===== src/cmf_pkg.sv =====
// Package for the core memory bus fabric: constants, access kinds, bus carriers
//
// Behaviour
// - Program fetches use a 21-bit address and return one 16-bit word.
// - Program memory writes take only bits 15:0 of the core write bus.
// - Peripheral registers are decoded from the primary data address bus.
// - Byte accesses force the top address bit to zero.
// - Secondary path carries word reads only, 24-bit address, 16-bit data.
// - Peripheral bus runs at data memory rate, no wait states.
// - Primary data RAM port is 32 bits; all other data ports 16 bits.
// - Two data operands read from data RAM in one cycle, one per path.
// - Flash control via peripheral bus; flash array reads/writes go direct.
// - Program flash erases 1KB pages, boot/data flash 512-byte pages, bulk too.
package cmf_pkg;
	// ==========================================================
	// Widths
	localparam int PAB_W = 21;
	localparam int XAB_W = 24;
	localparam int WORD_W = 16;
	localparam int LONG_W = 32;
	localparam int MSB = XAB_W - 1;

	// ==========================================================
	// Address map (word addresses), regions are plain parameters of this fabric
	localparam logic [XAB_W-1:0] PERIPH_BASE = 24'h00f000;
	localparam logic [XAB_W-1:0] PERIPH_MASK = 24'hfff000;
	localparam logic [XAB_W-1:0] DFLASH_BASE = 24'h004000;
	localparam logic [XAB_W-1:0] DFLASH_MASK = 24'hfff000;
	localparam logic [XAB_W-1:0] FLASHCTL_BASE = 24'h00f400;
	localparam logic [XAB_W-1:0] FLASHCTL_MASK = 24'hffffc0;
	localparam logic [PAB_W-1:0] PRAM_BASE = 21'h00f800;
	localparam logic [PAB_W-1:0] PRAM_MASK = 21'h1ff800;

	// ==========================================================
	// Flash erase geometry in bytes
	localparam int PFLASH_PAGE_BYTES = 1024;
	localparam int BDFLASH_PAGE_BYTES = 512;
	localparam int PFLASH_PAGE_WORDS = PFLASH_PAGE_BYTES / 2;
	localparam int BDFLASH_PAGE_WORDS = BDFLASH_PAGE_BYTES / 2;

	// ==========================================================
	// Types
	typedef enum logic [1:0] {
		SZ_BYTE = 2'h0,
		SZ_WORD = 2'h1,
		SZ_LONG = 2'h2
	} cmf_size_t;

	typedef enum logic [1:0] {
		ARR_PROG = 2'h0,
		ARR_DATA = 2'h1,
		ARR_BOOT = 2'h2
	} cmf_array_t;

	typedef struct packed {
		logic rd;
		logic wr;
		cmf_size_t size;
		logic [XAB_W-1:0] addr;
		logic [LONG_W-1:0] wdata;
	} cmf_xreq_t;

	typedef struct packed {
		logic rd;
		logic wr;
		logic [XAB_W-1:0] addr;
		logic [WORD_W-1:0] wdata;
	} cmf_wreq_t;

	typedef struct packed {
		logic bulk;
		cmf_array_t arr;
		logic [XAB_W-1:0] page_base;
	} cmf_erase_t;
endpackage : cmf_pkg

===== src/cmf_fabric.sv =====
// Memory-side bus fabric routing program, primary and secondary data buses
`timescale 1ns/1ps
module cmf_fabric (
	// Clock and reset
	input wire logic i_ref_clk,
	input wire logic i_rst,
	// Program bus from the core
	input wire logic i_prog_rd,
	input wire logic i_prog_wr,
	input wire logic [20:0] i_prog_addr,
	output logic [15:0] o_prog_rdata,
	// Primary data bus from the core
	input wire cmf_pkg::cmf_xreq_t i_primary,
	output logic [31:0] o_primary_rdata,
	// Secondary data bus from the core
	input wire logic i_secondary_rd,
	input wire logic [23:0] i_secondary_data_address,
	output logic [15:0] o_secondary_read_data,
	// Program memory port (RAM and flash array share it)
	output logic o_pmem_rd,
	output logic o_pmem_wr,
	output logic [20:0] o_pmem_addr,
	output logic [15:0] o_pmem_wdata,
	input wire logic [15:0] i_pmem_rdata,
	// Data RAM: 32-bit primary port, 16-bit secondary port
	output cmf_pkg::cmf_xreq_t o_dram_a,
	input wire logic [31:0] i_dram_a_rdata,
	output logic o_dram_b_rd,
	output logic [23:0] o_dram_b_addr,
	input wire logic [15:0] i_dram_b_rdata,
	// Data flash array, direct 16-bit word port
	output cmf_pkg::cmf_wreq_t o_dflash,
	input wire logic [15:0] i_dflash_rdata,
	// Peripheral register bus, 16 bits, no wait states
	output cmf_pkg::cmf_wreq_t o_peripheral_register_bus,
	input wire logic [15:0] i_peripheral_register_bus_rdata,
	// Flash module erase command
	output logic o_erase_go,
	output cmf_pkg::cmf_erase_t o_erase
);
	// ==========================================================
	// Address decode
	function automatic logic hit(input logic [23:0] a, input logic [23:0] base,
		input logic [23:0] mask);
		hit = (a & mask) == base;
	endfunction : hit

	typedef enum logic [2:0] {
		TGT_RAM = 3'b001,
		TGT_FLASH = 3'b010,
		TGT_PERIPH = 3'b100
	} cmf_tgt_t;

	logic [23:0] x_addr;
	logic x_periph, x_flashctl, x_dflash, y_dflash;
	cmf_tgt_t tgt_d, tgt_q;
	cmf_tgt_t tgt2_d, tgt2_q;
	logic [31:0] prd_q, prd_d;
	logic [15:0] srd_d;
	logic prd_pend_q, prd_pend_d;

	always_comb begin
		x_addr = i_primary.addr;
		if (i_primary.size == cmf_pkg::SZ_BYTE) begin
			x_addr[cmf_pkg::MSB] = 1'b0;
		end
	end

	// Peripheral and flash windows share the primary address path
	assign x_periph = hit(x_addr, cmf_pkg::PERIPH_BASE, cmf_pkg::PERIPH_MASK);
	assign x_flashctl = hit(x_addr, cmf_pkg::FLASHCTL_BASE, cmf_pkg::FLASHCTL_MASK);
	assign x_dflash = hit(x_addr, cmf_pkg::DFLASH_BASE, cmf_pkg::DFLASH_MASK);
	assign y_dflash = hit(i_secondary_data_address, cmf_pkg::DFLASH_BASE,
		cmf_pkg::DFLASH_MASK);

	// ==========================================================
	// Program path
	assign o_pmem_rd = i_prog_rd;
	assign o_pmem_wr = i_prog_wr;
	assign o_pmem_addr = i_prog_addr;
	assign o_pmem_wdata = i_primary.wdata[15:0];

	// ==========================================================
	// Primary data path
	always_comb begin
		o_dram_a = i_primary;
		o_dram_a.addr = x_addr;
		o_dram_a.rd = i_primary.rd && !x_periph && !x_dflash;
		o_dram_a.wr = i_primary.wr && !x_periph && !x_dflash;
	end

	// Flash array reads and writes bypass the peripheral bus
	always_comb begin
		o_dflash.rd = (i_primary.rd && x_dflash) || (i_secondary_rd && y_dflash);
		o_dflash.wr = i_primary.wr && x_dflash;
		// One shared flash port: a primary access wins over a secondary read
		o_dflash.addr = (i_primary.rd || i_primary.wr) && x_dflash ? x_addr
			: i_secondary_data_address;
		o_dflash.wdata = i_primary.wdata[15:0];
	end

	// Peripheral register bus: same cycle as data memory, low half only
	always_comb begin
		o_peripheral_register_bus.rd = i_primary.rd && x_periph;
		o_peripheral_register_bus.wr = i_primary.wr && x_periph && !x_flashctl;
		o_peripheral_register_bus.addr = x_addr;
		o_peripheral_register_bus.wdata = i_primary.wdata[15:0];
	end

	// ==========================================================
	// Secondary data path: word reads only, simultaneous with primary
	assign o_dram_b_rd = i_secondary_rd && !y_dflash;
	assign o_dram_b_addr = i_secondary_data_address;

	// ==========================================================
	// Read return steering, one cycle after the request
	always_comb begin
		tgt_d = TGT_RAM;
		if (x_periph) begin
			tgt_d = TGT_PERIPH;
		end else if (x_dflash) begin
			tgt_d = TGT_FLASH;
		end
		tgt2_d = y_dflash ? TGT_FLASH : TGT_RAM;
		prd_pend_d = i_primary.rd;
		// Read data is held in prd_q until the next read; in the answer cycle memory data passes straight through
		prd_d = prd_q;
		unique case (tgt_q)
			TGT_RAM: prd_d = i_dram_a_rdata;
			TGT_FLASH: prd_d = {16'h0000, i_dflash_rdata};
			TGT_PERIPH: prd_d = {16'h0000, i_peripheral_register_bus_rdata};
		endcase
		if (!prd_pend_q) begin
			prd_d = prd_q;
		end
		// Secondary and program data are not held: the core takes them in the answer cycle
		srd_d = (tgt2_q == TGT_FLASH) ? i_dflash_rdata : i_dram_b_rdata;
	end

	always_ff @(posedge i_ref_clk) begin
		if (i_rst) begin
			tgt_q <= TGT_RAM;
			tgt2_q <= TGT_RAM;
			prd_q <= 32'h00000000;
			prd_pend_q <= 1'b0;
		end else begin
			tgt_q <= tgt_d;
			tgt2_q <= tgt2_d;
			prd_q <= prd_d;
			prd_pend_q <= prd_pend_d;
		end
	end

	// Memories answer one cycle after the address, so data is live then
	assign o_primary_rdata = prd_pend_q ? prd_d : prd_q;
	assign o_secondary_read_data = srd_d;
	assign o_prog_rdata = i_pmem_rdata;

	// ==========================================================
	// Flash control over the peripheral bus
	cmf_flash_ctl u_flash_ctl (
		.i_ref_clk(i_ref_clk),
		.i_rst(i_rst),
		.i_sel(i_primary.wr && x_flashctl),
		.i_reg(x_addr[5:0]),
		.i_wdata(i_primary.wdata[15:0]),
		.o_erase_go(o_erase_go),
		.o_erase(o_erase)
	);

	// ==========================================================
	// Checks
	a_byte_msb_low: assert property (@(posedge i_ref_clk) disable iff (i_rst)
		(i_primary.size == cmf_pkg::SZ_BYTE && o_dram_a.wr) |-> !o_dram_a.addr[cmf_pkg::MSB])
		else $error("byte access kept address msb");
	a_byte_read_msb: assert property (@(posedge i_ref_clk) disable iff (i_rst)
		(i_primary.size == cmf_pkg::SZ_BYTE && o_dram_a.rd) |-> !o_dram_a.addr[cmf_pkg::MSB])
		else $error("byte read kept address msb");
	a_prog_wdata_low: assert property (@(posedge i_ref_clk) disable iff (i_rst)
		i_prog_wr |-> o_pmem_wdata == i_primary.wdata[15:0])
		else $error("program write data not low half");
	a_prog_addr: assert property (@(posedge i_ref_clk) disable iff (i_rst)
		i_prog_rd |-> (o_pmem_rd && o_pmem_addr == i_prog_addr))
		else $error("program address not forwarded");
	a_periph_decode: assert property (@(posedge i_ref_clk) disable iff (i_rst)
		(i_primary.rd && x_periph) |-> (o_peripheral_register_bus.rd && !o_dram_a.rd))
		else $error("peripheral read not decoded");
	a_periph_zero_wait: assert property (@(posedge i_ref_clk) disable iff (i_rst)
		(i_primary.rd && x_periph) |=>
		o_primary_rdata == {16'h0000, i_peripheral_register_bus_rdata})
		else $error("peripheral read data late or wrong");
	a_periph_upper_zero: assert property (@(posedge i_ref_clk) disable iff (i_rst)
		(i_primary.rd && x_periph) |=> o_primary_rdata[31:16] == 16'h0000)
		else $error("peripheral read upper half not zero");
	a_periph_wr_fwd: assert property (@(posedge i_ref_clk) disable iff (i_rst)
		(i_primary.wr && x_periph && !x_flashctl)
		|-> (o_peripheral_register_bus.wr && !o_dram_a.wr))
		else $error("peripheral write not forwarded");
	a_dual_read: assert property (@(posedge i_ref_clk) disable iff (i_rst)
		(i_primary.rd && i_secondary_rd && !x_periph && !x_dflash && !y_dflash)
		|-> (o_dram_a.rd && o_dram_b_rd))
		else $error("dual data read not issued");
	a_second_data: assert property (@(posedge i_ref_clk) disable iff (i_rst)
		$past(o_dram_b_rd) |-> o_secondary_read_data == i_dram_b_rdata)
		else $error("secondary read data wrong");
	a_second_flash: assert property (@(posedge i_ref_clk) disable iff (i_rst)
		(i_secondary_rd && y_dflash && !((i_primary.rd || i_primary.wr) && x_dflash))
		|=> o_secondary_read_data == i_dflash_rdata)
		else $error("secondary flash read data wrong");
	a_flash_direct: assert property (@(posedge i_ref_clk) disable iff (i_rst)
		(i_primary.wr && x_dflash) |-> (o_dflash.wr && !o_peripheral_register_bus.wr))
		else $error("flash write went through peripheral bus");
	a_flashctl_local: assert property (@(posedge i_ref_clk) disable iff (i_rst)
		(i_primary.wr && x_flashctl) |-> (!o_peripheral_register_bus.wr && !o_dram_a.wr))
		else $error("flash control write leaked");

	// ==========================================================
	// Read return checks
	a_ram_read_steer: assert property (@(posedge i_ref_clk) disable iff (i_rst)
		o_dram_a.rd |=> o_primary_rdata == i_dram_a_rdata)
		else $error("data RAM read not returned");
	a_flash_read_steer: assert property (@(posedge i_ref_clk) disable iff (i_rst)
		(i_primary.rd && x_dflash) |=> o_primary_rdata == {16'h0000, i_dflash_rdata})
		else $error("flash read not returned");
	a_read_hold: assert property (@(posedge i_ref_clk) disable iff (i_rst)
		!i_primary.rd |=> $stable(o_primary_rdata))
		else $error("primary read data not held");
endmodule : cmf_fabric


===== src/cmf_flash_ctl.sv =====
// Flash control decoder: turns peripheral writes into erase requests
`timescale 1ns/1ps
module cmf_flash_ctl (
	// Clock and reset
	input wire logic i_ref_clk,
	input wire logic i_rst,
	// Peripheral write into the flash control window
	input wire logic i_sel,
	input wire logic [5:0] i_reg,
	input wire logic [15:0] i_wdata,
	// Erase command to the flash arrays
	output logic o_erase_go,
	output cmf_pkg::cmf_erase_t o_erase
);
	localparam logic [5:0] REG_PAGE = 6'h00;
	localparam logic [5:0] REG_CMD = 6'h01;
	localparam int CMD_ARR_LSB = 1;

	logic [15:0] page_q, page_d;
	logic go_q, go_d;
	cmf_pkg::cmf_erase_t er_q, er_d;

	// Align the page number to the erase granularity of the chosen array
	function automatic logic [23:0] page_base(input cmf_pkg::cmf_array_t arr,
		input logic [15:0] pg);
		if (arr == cmf_pkg::ARR_PROG)
			page_base = 24'(pg) * 24'(cmf_pkg::PFLASH_PAGE_WORDS);
		else
			page_base = 24'(pg) * 24'(cmf_pkg::BDFLASH_PAGE_WORDS);
	endfunction : page_base

	always_comb begin
		page_d = page_q;
		go_d = 1'b0;
		er_d = er_q;
		if (i_sel && i_reg == REG_PAGE) begin
			page_d = i_wdata;
		end
		if (i_sel && i_reg == REG_CMD) begin
			go_d = 1'b1;
			er_d.bulk = i_wdata[0];
			er_d.arr = cmf_pkg::cmf_array_t'(i_wdata[CMD_ARR_LSB +: 2]);
			er_d.page_base = page_base(er_d.arr, page_q);
		end
	end

	always_ff @(posedge i_ref_clk) begin
		if (i_rst) begin
			page_q <= 16'h0000;
			go_q <= 1'b0;
			er_q <= '0;
		end else begin
			page_q <= page_d;
			go_q <= go_d;
			er_q <= er_d;
		end
	end

	assign o_erase_go = go_q;
	assign o_erase = er_q;

	a_erase_pulse: assert property (@(posedge i_ref_clk) disable iff (i_rst)
		(i_sel && i_reg == REG_CMD) |=> o_erase_go)
		else $error("erase command not issued");
	a_prog_page_align: assert property (@(posedge i_ref_clk) disable iff (i_rst)
		(o_erase_go && o_erase.arr == cmf_pkg::ARR_PROG)
		|-> o_erase.page_base % cmf_pkg::PFLASH_PAGE_WORDS == 0)
		else $error("program flash page not 1KB aligned");
	a_data_page_align: assert property (@(posedge i_ref_clk) disable iff (i_rst)
		(o_erase_go && o_erase.arr != cmf_pkg::ARR_PROG)
		|-> o_erase.page_base % cmf_pkg::BDFLASH_PAGE_WORDS == 0)
		else $error("boot or data flash page not 512-byte aligned");
endmodule : cmf_flash_ctl


===== config.mk =====
export PLATFORM = sky130hd
export DESIGN_NAME = cmf_fabric
export DESIGN_NICKNAME = d
export VERILOG_FILES = /design/src/cmf_pkg.sv /design/src/cmf_fabric.sv /design/src/cmf_flash_ctl.sv
export SDC_FILE = /design/constraint.sdc
export NUM_CORES = 1
export LEC_CHECK = 0
export ABC_CLOCK_PERIOD_IN_PS = 2200
export BUFFER_PORTS_ARGS = -buffer_cell sky130_fd_sc_hd__clkbuf_2
export CAP_MARGIN = 40
export CORE_AREA = 2 2 194 196
export DETAILED_ROUTE_END_ITERATION = 10
export DIE_AREA = 0 0 196 198
export HOLD_SLACK_MARGIN = 0.08
export SLEW_MARGIN = 20
export SYNTH_ARGS = -nofsm -noshare
export SYNTH_HDL_FRONTEND = slang
export SYNTH_SLANG_ARGS = --single-unit

===== constraint.sdc =====
create_clock -name i_ref_clk -period 2.2 [get_ports i_ref_clk]
set_input_delay 0.11 -clock i_ref_clk [delete_from_list [all_inputs] [get_ports i_ref_clk]]
set_output_delay 0.11 -clock i_ref_clk [all_outputs]
set_load 0.1 [all_outputs]

# == Yosys cells after proc, flatten, opt, wreduce, memory -nomap -nowiden ==
# Index checks and enable logic that the tools add are counted.
# op_classes
muxes,11
n_eq_ne,9
n_reduce_logical,25
# ops
op,n
32-bit case mux with 3 select lines,1
32-bit two-way mux,2
24-bit two-way mux,2
"12-bit by 3-bit == test with 1-bit output, second input constant",2
"18-bit by 10-bit == test with 1-bit output, second input constant",1
16-bit two-way mux,1
1-bit logical AND,15
"12-bit by 4-bit == test with 1-bit output, second input constant",1
"3-bit by 2-bit == test with 1-bit output, second input constant",2
"6-bit by 1-bit == test with 1-bit output, second input constant",1
6-bit logical NOT,1
1-bit logical NOT,4
2-bit logical NOT,2
2-bit two-way mux,2
"3-bit by 1-bit == test with 1-bit output, second input constant",1
"3-bit == test, second input constant",1
3-bit two-way mux,1
1-bit logical OR,2
1-bit two-way mux,2
2-bit OR reduction,1
# word_totals
ff_bits,83
inputBits,206

# == Logic depth before layout (Yosys ltp) ==
# Gate-level depths: netlist of the first run.
# logic_depth
ltp_word,6
ltp_mapped,7
mapped_depth_nobuf,4

# == Hierarchy ==
# From an unflattened synthesis of the first run, not the netlist that was laid out.
# unflattened
cells_unflattened,658
hier_area_um2,5610.4
# modules_own_cells
module,cells_each,n_inst,area_each_um2
cmf_fabric,509,1,3977.6
cmf_flash_ctl,149,1,1632.8

# == Worst setup path before layout of the first run ==
# OpenSTA, ideal clock, no wires.
# synth_path
path_type,input -> output
start,input port i_primary[57] (netlist name)
end,output port o_dflash[29] (netlist name)
path_stages,5
arrival_ps,2011
path_slack_ps,79
path_buffers,1
path_cell_list,o21ai_1 nand4_1 nor3_4 buf_2 nor2b_1
# synth_rtl
element,line,text
from (decl),cmf_fabric.sv:13,"input wire cmf_pkg::cmf_xreq_t i_primary,"
to (decl),cmf_fabric.sv:32,"output cmf_pkg::cmf_wreq_t o_dflash,"

# == Final worst setup path of the first run ==
# layout_path
start,register tgt_q[2]
end,output port o_primary_rdata[2]
# layout_between
elab_chain_len,4
elab_cells_between_ends,6
classes_between,eq/ne (3); mux (3)
# layout_rtl
element,line,text
from (decl),cmf_fabric.sv:56,"cmf_tgt_t tgt_d, tgt_q;"
from (signal assigned),cmf_fabric.sv:147,tgt_q <= tgt_d;
"3-bit == test, or another cell as far along",cmf_fabric.sv:128,unique case (tgt_q)
32-bit case mux with 3 select lines (*),cmf_fabric.sv:128,
32-bit two-way mux (*),cmf_fabric.sv:133,if (!prd_pend_q) begin
32-bit two-way mux (*),cmf_fabric.sv:155,assign o_primary_rdata = prd_pend_q ? prd_d : prd_q;
to (decl),cmf_fabric.sv:14,"output logic [31:0] o_primary_rdata,"
# Every way passes the cells marked *; elsewhere a longest branch is shown, timed or not.

==> results.md, run 1 <==
- Internal: around 2900 uW
- RSZ-0062 raised after global routing: no
- Prevailing post-synth register cell: dfxtp_1
- Syn avg cell area: roughly 8.7 um2
- Seq/Total Area, Yosys: about a quarter
- Chip width: about 200 um
- Synth top cells by count: buf_4, dfxtp_1, a21oi_1
- Largest net degree at the start of global routing: 42
- Via/cell ratio: 4.07
- Synth top area share: about a quarter
- Sequential power share: between 20% and 30%
- Count of cell types in the netlist: between 50 and 60
- Area growth syn-to-layout: 41.1%
- Hold Vio Cnt, Final: 0
- Leakage: 0.00375 uW
- Max clock buf depth: 2
- Area of the core: 37,000 um2
- Largest area contributor in the netlist: buf_4
- Post-synth EDFFs: 0
- Global Route met3 Usage: around 2.6%
- FMAX: around 480 MHz
- WL final: between 20,000 and 25,000 um
- Initial Util: between 10% and 20%
- Slew Limit Fails: 0
- Crit path kind: flop to output port
- Starting DRT DRC Count: between 150 and 200
- Critical Path AT: just under 2 ns
- Gate power share: between 40% and 50%
- Met1 Usage GRT: between 10% and 20%
- Worst slew margin: between 50% and 60%
- Status: finished clean
- DRC: 0
- Tot Pwr: between 5000 and 6000 uW
- Clock root buffer: clkbuf_16
- Fill cells: 4,112
- Final clock skew: 0.00733 ns
- Multi-input gate area: ~2700 um2
- Max VDD drop: ~0.32 mV
- Grt peak-use layer: met2
- Psw: 2750 uW
- Synth area leaders: buf_4, dfxtp_1, mux2_2
- Clock transition at path regs: around 0.06 ns
- Overflow after GRT: 0
- Die height: between 150 and 200 um
- RD Place Congestion: 0.845
- Clk network pwr share: about 28%
- Pwr dens: roughly 680 nW/um2
- Startpoint Class: flop
- Initial antenna violation count: 1
- Seq. cell area: ~1500 um2
- I/O Pins: 506
- Worst hold path class: input pin to flop
- GRT Resource Usage Total: a little under an eighth
- Met2 usage: between 20% and 30%
- Hpwl dp: between 15,000 and 20,000 um
- Ant. Diodes: 0
- Nature of the critical path endpoint: output port
- Required time of the critical path: 2.09 ns
- Period minus WS final: a little over 2 ns
- Switching Share: 49.0%
- Vias in the first global route: 5,329
- Setup TNS: 0 ns
- Wire per inst: about 18 um
- I/O Buffers: approximately 390
- Worst slew pin tran: around 0.63 ns
- Final Cycle Share: a little over nine tenths
- Fraction of registers with async set/reset: 0%
- CTS H-tree lvls: 3
- TritonCTS buffer count: 9
- Die area: ~39,000 um2
- Crit Path Max Fanout: 8
- FF+latch count, synth: 74
- Layout cell share with drive strength beyond 1: between 50% and 60%
- Drt pass-1 iters: 4
- Layout Nets: between 1,000 and 1,500
- Most common cell in the synthesized netlist: buf_4
- Synth warn: 0
- Core Util, Final: about 22%
- Post-route ant nets: 0
- Clk Latency, worst-skew pair: ~0.35 ns
- Setup Viol. Count Final: 0
- Max-cap violation count: 0
- Vias: 5,542
- Cells after Synth: 678
- Row count: just over 70
- First-pass GRT wire length: approximately 33,000 um
- CTS tree: done
- Syn Std Cell Area: a little under 6000 um2
- Clock sink count: 74
==> routing by layer <==
metal  vias up  wire length (um)
met4         0               617
met3        42              1770
li1       2597                 -
met1      2549              8350
met2       354             13200
met5         -                 0
==> cells in the final DEF, fill, tap and decap left out, drive strengths merged, types with 2 or more instances in the layout <==
cell type,count
nor2,7
nor2b,14
and4,3
and4bb,3
conb,8
a31o,31
buf,81
o22ai,32
o21ai,21
dlygate4sd3,24
nor3,4
nor3b,16
mux2i,15
or3b,2
or2,2
and2,3
nor4,18
a21oi,53
clkinvlp,3
nand3,21
nand2,35
clkbuf,335
nand2b,17
inv,8
mux2,44
nand4,4
dfxtp,74
nor4b,3
==> through the flow <==
step	hold slack [ns]	std cells	setup WS, ns	instance area [um2]
floorplan	0.238	685	0.0789	5920
global placement	0.221	1321	0.228	7710
detailed placement	0.221	1321	0.196	7710
CTS	0.0950	1361	0.0424	8270
global route	0.117	1363	0.000317	8310
finish	0.105	1363	0.121	8310
==> registers in the layout, indices dropped and copies added, names as in the netlist <==
register                flops
u_flash_ctl.page_q         16
tgt_q                       3
tgt2_q                      2
prd_pend_q                  1
prd_q                      32
u_flash_ctl.o_erase_go      1
u_flash_ctl.o_erase        19
==> critical path, stage by stage, from the launching register on <==
cell and delay (ns):
dfxtp_2 0.41, or3b_4 0.48, o22ai_1 0.16, a21oi_1 0.08, mux2_2 0.31, buf_12 0.17
==> worst paths after layout <==
path	startpoint	to	slack, ns	depth (start not counted)
min reg2reg	u_flash_ctl.page_q[15]	u_flash_ctl.page_q[15]	0.48	2
max	tgt_q[2]	o_primary_rdata[2]	0.12	5
min	i_primary[14]	u_flash_ctl.page_q[14]	0.11	3
max reg2reg	tgt_q[2]	prd_q[2]	0.70	4
==> logic make-up (layout without fill, tap and decap cells) <==
kind of cell	Yosys count	count (layout)	share of synthesized area [%]
buf+inv	249	452	30.4
simple gates	154	155	16.2
compound gates	140	140	16.4
flops	74	74	25.2
mux	59	59	11.6
other cells	1	8	0.0637
xor+xnor	1	1	0.149
==> power by group through the flow <==
stage / clock network (uW) / registers [uW] / logic [uW]
detailed placement: 0 / 1410 / 2640
floorplan: 0 / 1410 / 2590
finish: 1570 / 1380 / 2660
global placement: 0 / 1410 / 2640
global route: 1690 / 1380 / 2740
CTS: 1660 / 1380 / 2680
==> cell type report <==
class                      instances  area share (%)
clock buffer                       9            2.71
clock inverter                     7           0.994
inverter                           5           0.271
multi-input combinational        363            32.2
sequential                        74            17.9
tap                              474            7.14
timing repair buffer             431            38.8
==> timing repair <==
| action | 4_1_cts | 5_1_grt |
|---|---|---|
| endpoints found under the setup margin | 16 | 5 |
| setup buffers | 0 | 1 |
| resized for setup | 3 | 6 |
| cloned | 0 | 1 |
| pin swaps | 0 | 0 |
| hold buffers | 24 | 0 |
| hold endpoints to repair | 24 | 0 |
(Power assumes the default switching activity.)
==> run 2, diff against run 1 <==
--- a/config.mk
+++ b/config.mk
@@ -5,9 +5,8 @@
 export SDC_FILE = /design/constraint.sdc
 export NUM_CORES = 1
 export LEC_CHECK = 0
-export ABC_CLOCK_PERIOD_IN_PS = 2200
+export ABC_CLOCK_PERIOD_IN_PS = 2300
 export BUFFER_PORTS_ARGS = -buffer_cell sky130_fd_sc_hd__clkbuf_2
-export CAP_MARGIN = 40
 export CORE_AREA = 2 2 194 196
 export DETAILED_ROUTE_END_ITERATION = 10
 export DIE_AREA = 0 0 196 198
==> constraint.sdc (replaced) <==
create_clock -name i_ref_clk -period 2.3 [get_ports i_ref_clk]
set_input_delay 0.115 -clock i_ref_clk [delete_from_list [all_inputs] [get_ports i_ref_clk]]
set_output_delay 0.115 -clock i_ref_clk [all_outputs]
set_load 0.1 [all_outputs]
==> run 2 against run 1 <==
  * Cell area fell by 0.89%
  * Worst hold slack improved by 0.00062 ns
  * Routed wire length decreased by 2.3%
  * Non-clock buffer count shrank 4
  * Worst setup slack improved by 0.018 ns
  * Total power shrank 4.6%
  * Clock power down 4%
==> results.md, run 2 (synthesized netlist as in run 1, its figures left out) <==
- Clk Latency, worst-skew pair: 0.34 ns (was 0.35 ns)
- Final Cycle Share: a little over nine tenths
- Setup TNS: 0 ns (unchanged)
- CTS tree: done (unchanged)
- Max incr delay on CP: 0.54 ns (was 0.48 ns)
- CTS H-tree lvls: 3 (unchanged)
- TritonCTS buffer count: 9 (unchanged)
- GRT Resource Usage Total: 11.5% (was 11.8%)
- Largest delay share family, worst path: simple AND/OR/NAND/NOR gates (unchanged)
- Area growth syn-to-layout: 39.9% (was 41.1%)
- Hold Vio Cnt, Final: 0 (unchanged)
- Startpoint Class: flop (unchanged)
- Ant. Diodes: 0 (unchanged)
- Required time of the critical path: 2.18 ns (was 2.09 ns)
- Chip width: 196 um (unchanged)
- I/O Pins: 506 (unchanged)
- Layout Nets: 1,085 (was 1,090)
- Multi-input gate area: 2660 um2 (was 2680 um2)
- Crit Path Max Fanout: 16 (was 8)
- RSZ-0062 raised after global routing: no (unchanged)
- Layout cell share with drive strength beyond 1: 58.3% (was 58.8%)
- Clock sink count: 74 (unchanged)
- Wire per inst: 17.2 um (was 17.5 um)
- Worst hold path class: input pin to flop (unchanged)
- First-pass GRT wire length: 32,900 um (was 33,500 um)
- Final clock skew: 0.00846 ns (was 0.00733 ns)
- Die area: 38,800 um2 (unchanged)
- Vias in the first global route: 5,200 (was 5,329)
- Critical Path AT: 2.05 ns (was 1.97 ns)
- Crit path kind: flop to output port (unchanged)
- Area of the core: 37,000 um2 (unchanged)
- Slew Limit Fails: 0 (unchanged)
- Period minus WS final: approximately 2.2 ns
- Commonest non-fill, non-tap cells in the layout: clkbuf_2, dfxtp_1, buf_12 (unchanged)
- WL final: 23,400 um (was 23,900 um)
- Max clock buf depth: 2 (unchanged)
- Critical Path, Cell by Cell: or3b_4, o22ai_1, a21oi_1, mux2_2, buf_12 (unchanged)
- RD Place Congestion: 0.800 (was 0.845)
- Nature of the critical path endpoint: output port (unchanged)
- Row count: 71 (unchanged)
- Buf/Inv on CP: 1 (unchanged)
- Pwr dens: 651 nW/um2 (was 676 nW/um2)
- Max VDD drop: 0.299 mV (was 0.323 mV)
- Max reg flops: 32 (unchanged)
- Seq. cell area: 1480 um2 (about the same)
- Critical-path top delay cell: or3b_4 (unchanged)
- Overflow after GRT: 0 (unchanged)
- Die height: 198 um (unchanged)
- Initial antenna violation count: 0 (was 1)
- FMAX: about 460 MHz
- Vias: 5,453 (was 5,542)
- Via/cell ratio: 4.02 (was 4.07)
- Most common cell after layout, fill and taps aside: clkbuf_2 (unchanged)
- Worst slew margin: 57.7% (was 58.5%)
- Max-cap violation count: 0 (unchanged)
- Post-route ant nets: 0 (unchanged)
- I/O Buffers: 387 (unchanged)
- Tot Pwr: 5360 uW (was 5620 uW)
- Largest net degree at the start of global routing: 65 (was 42)
- Worst slew pin tran: 0.634 ns (was 0.625 ns)
- Drt pass-1 iters: 4 (unchanged)
- Fill cells: 4,078 (was 4,112)
- Hpwl dp: 18,900 um (was 19,400 um)
- Clock transition at path regs: 0.07 ns (was 0.06 ns)
- Leakage: 0.00371 uW (was 0.00375 uW)
- Initial Util: 15.9% (unchanged)
- DRC: 0 (unchanged)
- Register name with the most flops: prd_q (unchanged)
- Starting DRT DRC Count: 153 (was 180)
- Setup Viol. Count Final: 0 (unchanged)
- Clock root buffer: clkbuf_16 (unchanged)
- Status: finished clean (unchanged)
run 2: cell types whose count changed in the layout (fill, tap and decap cells not counted):
cell / before / now
clkbuf_2: 326 / 328
dfxtp_2: 2 / 1
buf_4: 20 / 15
or2_2: 1 / 2
o21a_1: 0 / 1
dfxtp_1: 72 / 73
o21a_2: 1 / 0
or2_4: 1 / 0
o21ba_4: 1 / 0
clkinvlp_4: 3 / 2
inv_1: 4 / 5
buf_12: 60 / 59
o21ba_2: 0 / 1
or3b_4: 2 / 1
run 2: worst paths after layout:
path | from | end | slack (ns) | cells past startpoint
worst max-delay path | tgt_q[2] | o_primary_rdata[3] | 0.14 | 5
worst min-delay path | i_primary[0] | u_flash_ctl.page_q[0] | 0.11 | 3
worst max register to register | tgt_q[2] | prd_q[3] | 0.72 | 4
worst min register to register | u_flash_ctl.o_erase[18] | u_flash_ctl.o_erase[18] | 0.48 | 1
run 2: layer usage:
metal  track usage, %  up-vias  part of all wire [%]
met4             4.12        0                   2.4
met2             23.2      341                    55
li1                 -     2581                     -
met5                0        -                     0
met1             11.5     2494                    35
met3             2.61       37                   7.2
run 2: metrics by stage:
stage | utilization (%) | instance area (um2) | hold slack, ns | setup WS, ns | cells
5_1_grt | 22.3 | 8240 | 0.121 | 0.0427 | 1358
3_3_place_gp | 20.8 | 7680 | 0.231 | 0.330 | 1318
3_5_place_dp | 20.8 | 7680 | 0.231 | 0.295 | 1318
2_1_floorplan | - | 5920 | 0.243 | 0.169 | 685
6_report | 22.3 | 8240 | 0.106 | 0.139 | 1358
4_1_cts | 22.3 | 8230 | 0.0948 | 0.116 | 1358
run 2: report_power, final:
part / internal (uW) / switching (uW)
registers: 1310 / 10.0
clock network: 860 / 639
logic: 569 / 1970
run 2: timing repair:
| item | 4_1_cts | 5_1_grt |
|---|---|---|
| endpoints found under the hold margin | 24 | 0 |
| buffers inserted | 0 | 0 |
| endpoints found under the setup margin | 16 | 1 |
| resized for setup | 2 | 1 |
| pin swaps | 0 | 0 |
| hold buffers | 24 | 0 |
run 2: worst reg2reg max path, delay by kind of cell, from the launching register on:
family	cells	cell delay (ns)
compound gates	3	0.53
flops	1	0.40
simple gates	1	0.54
run 2: area by class of cell:
cell class | count | area share, %
multi-input combinational | 362 | 32.2
clock buffer | 9 | 2.73
clock inverter | 7 | 1.00
tap | 474 | 7.20
inverter | 5 | 0.228
timing repair buffer | 427 | 38.6
sequential | 74 | 18.0
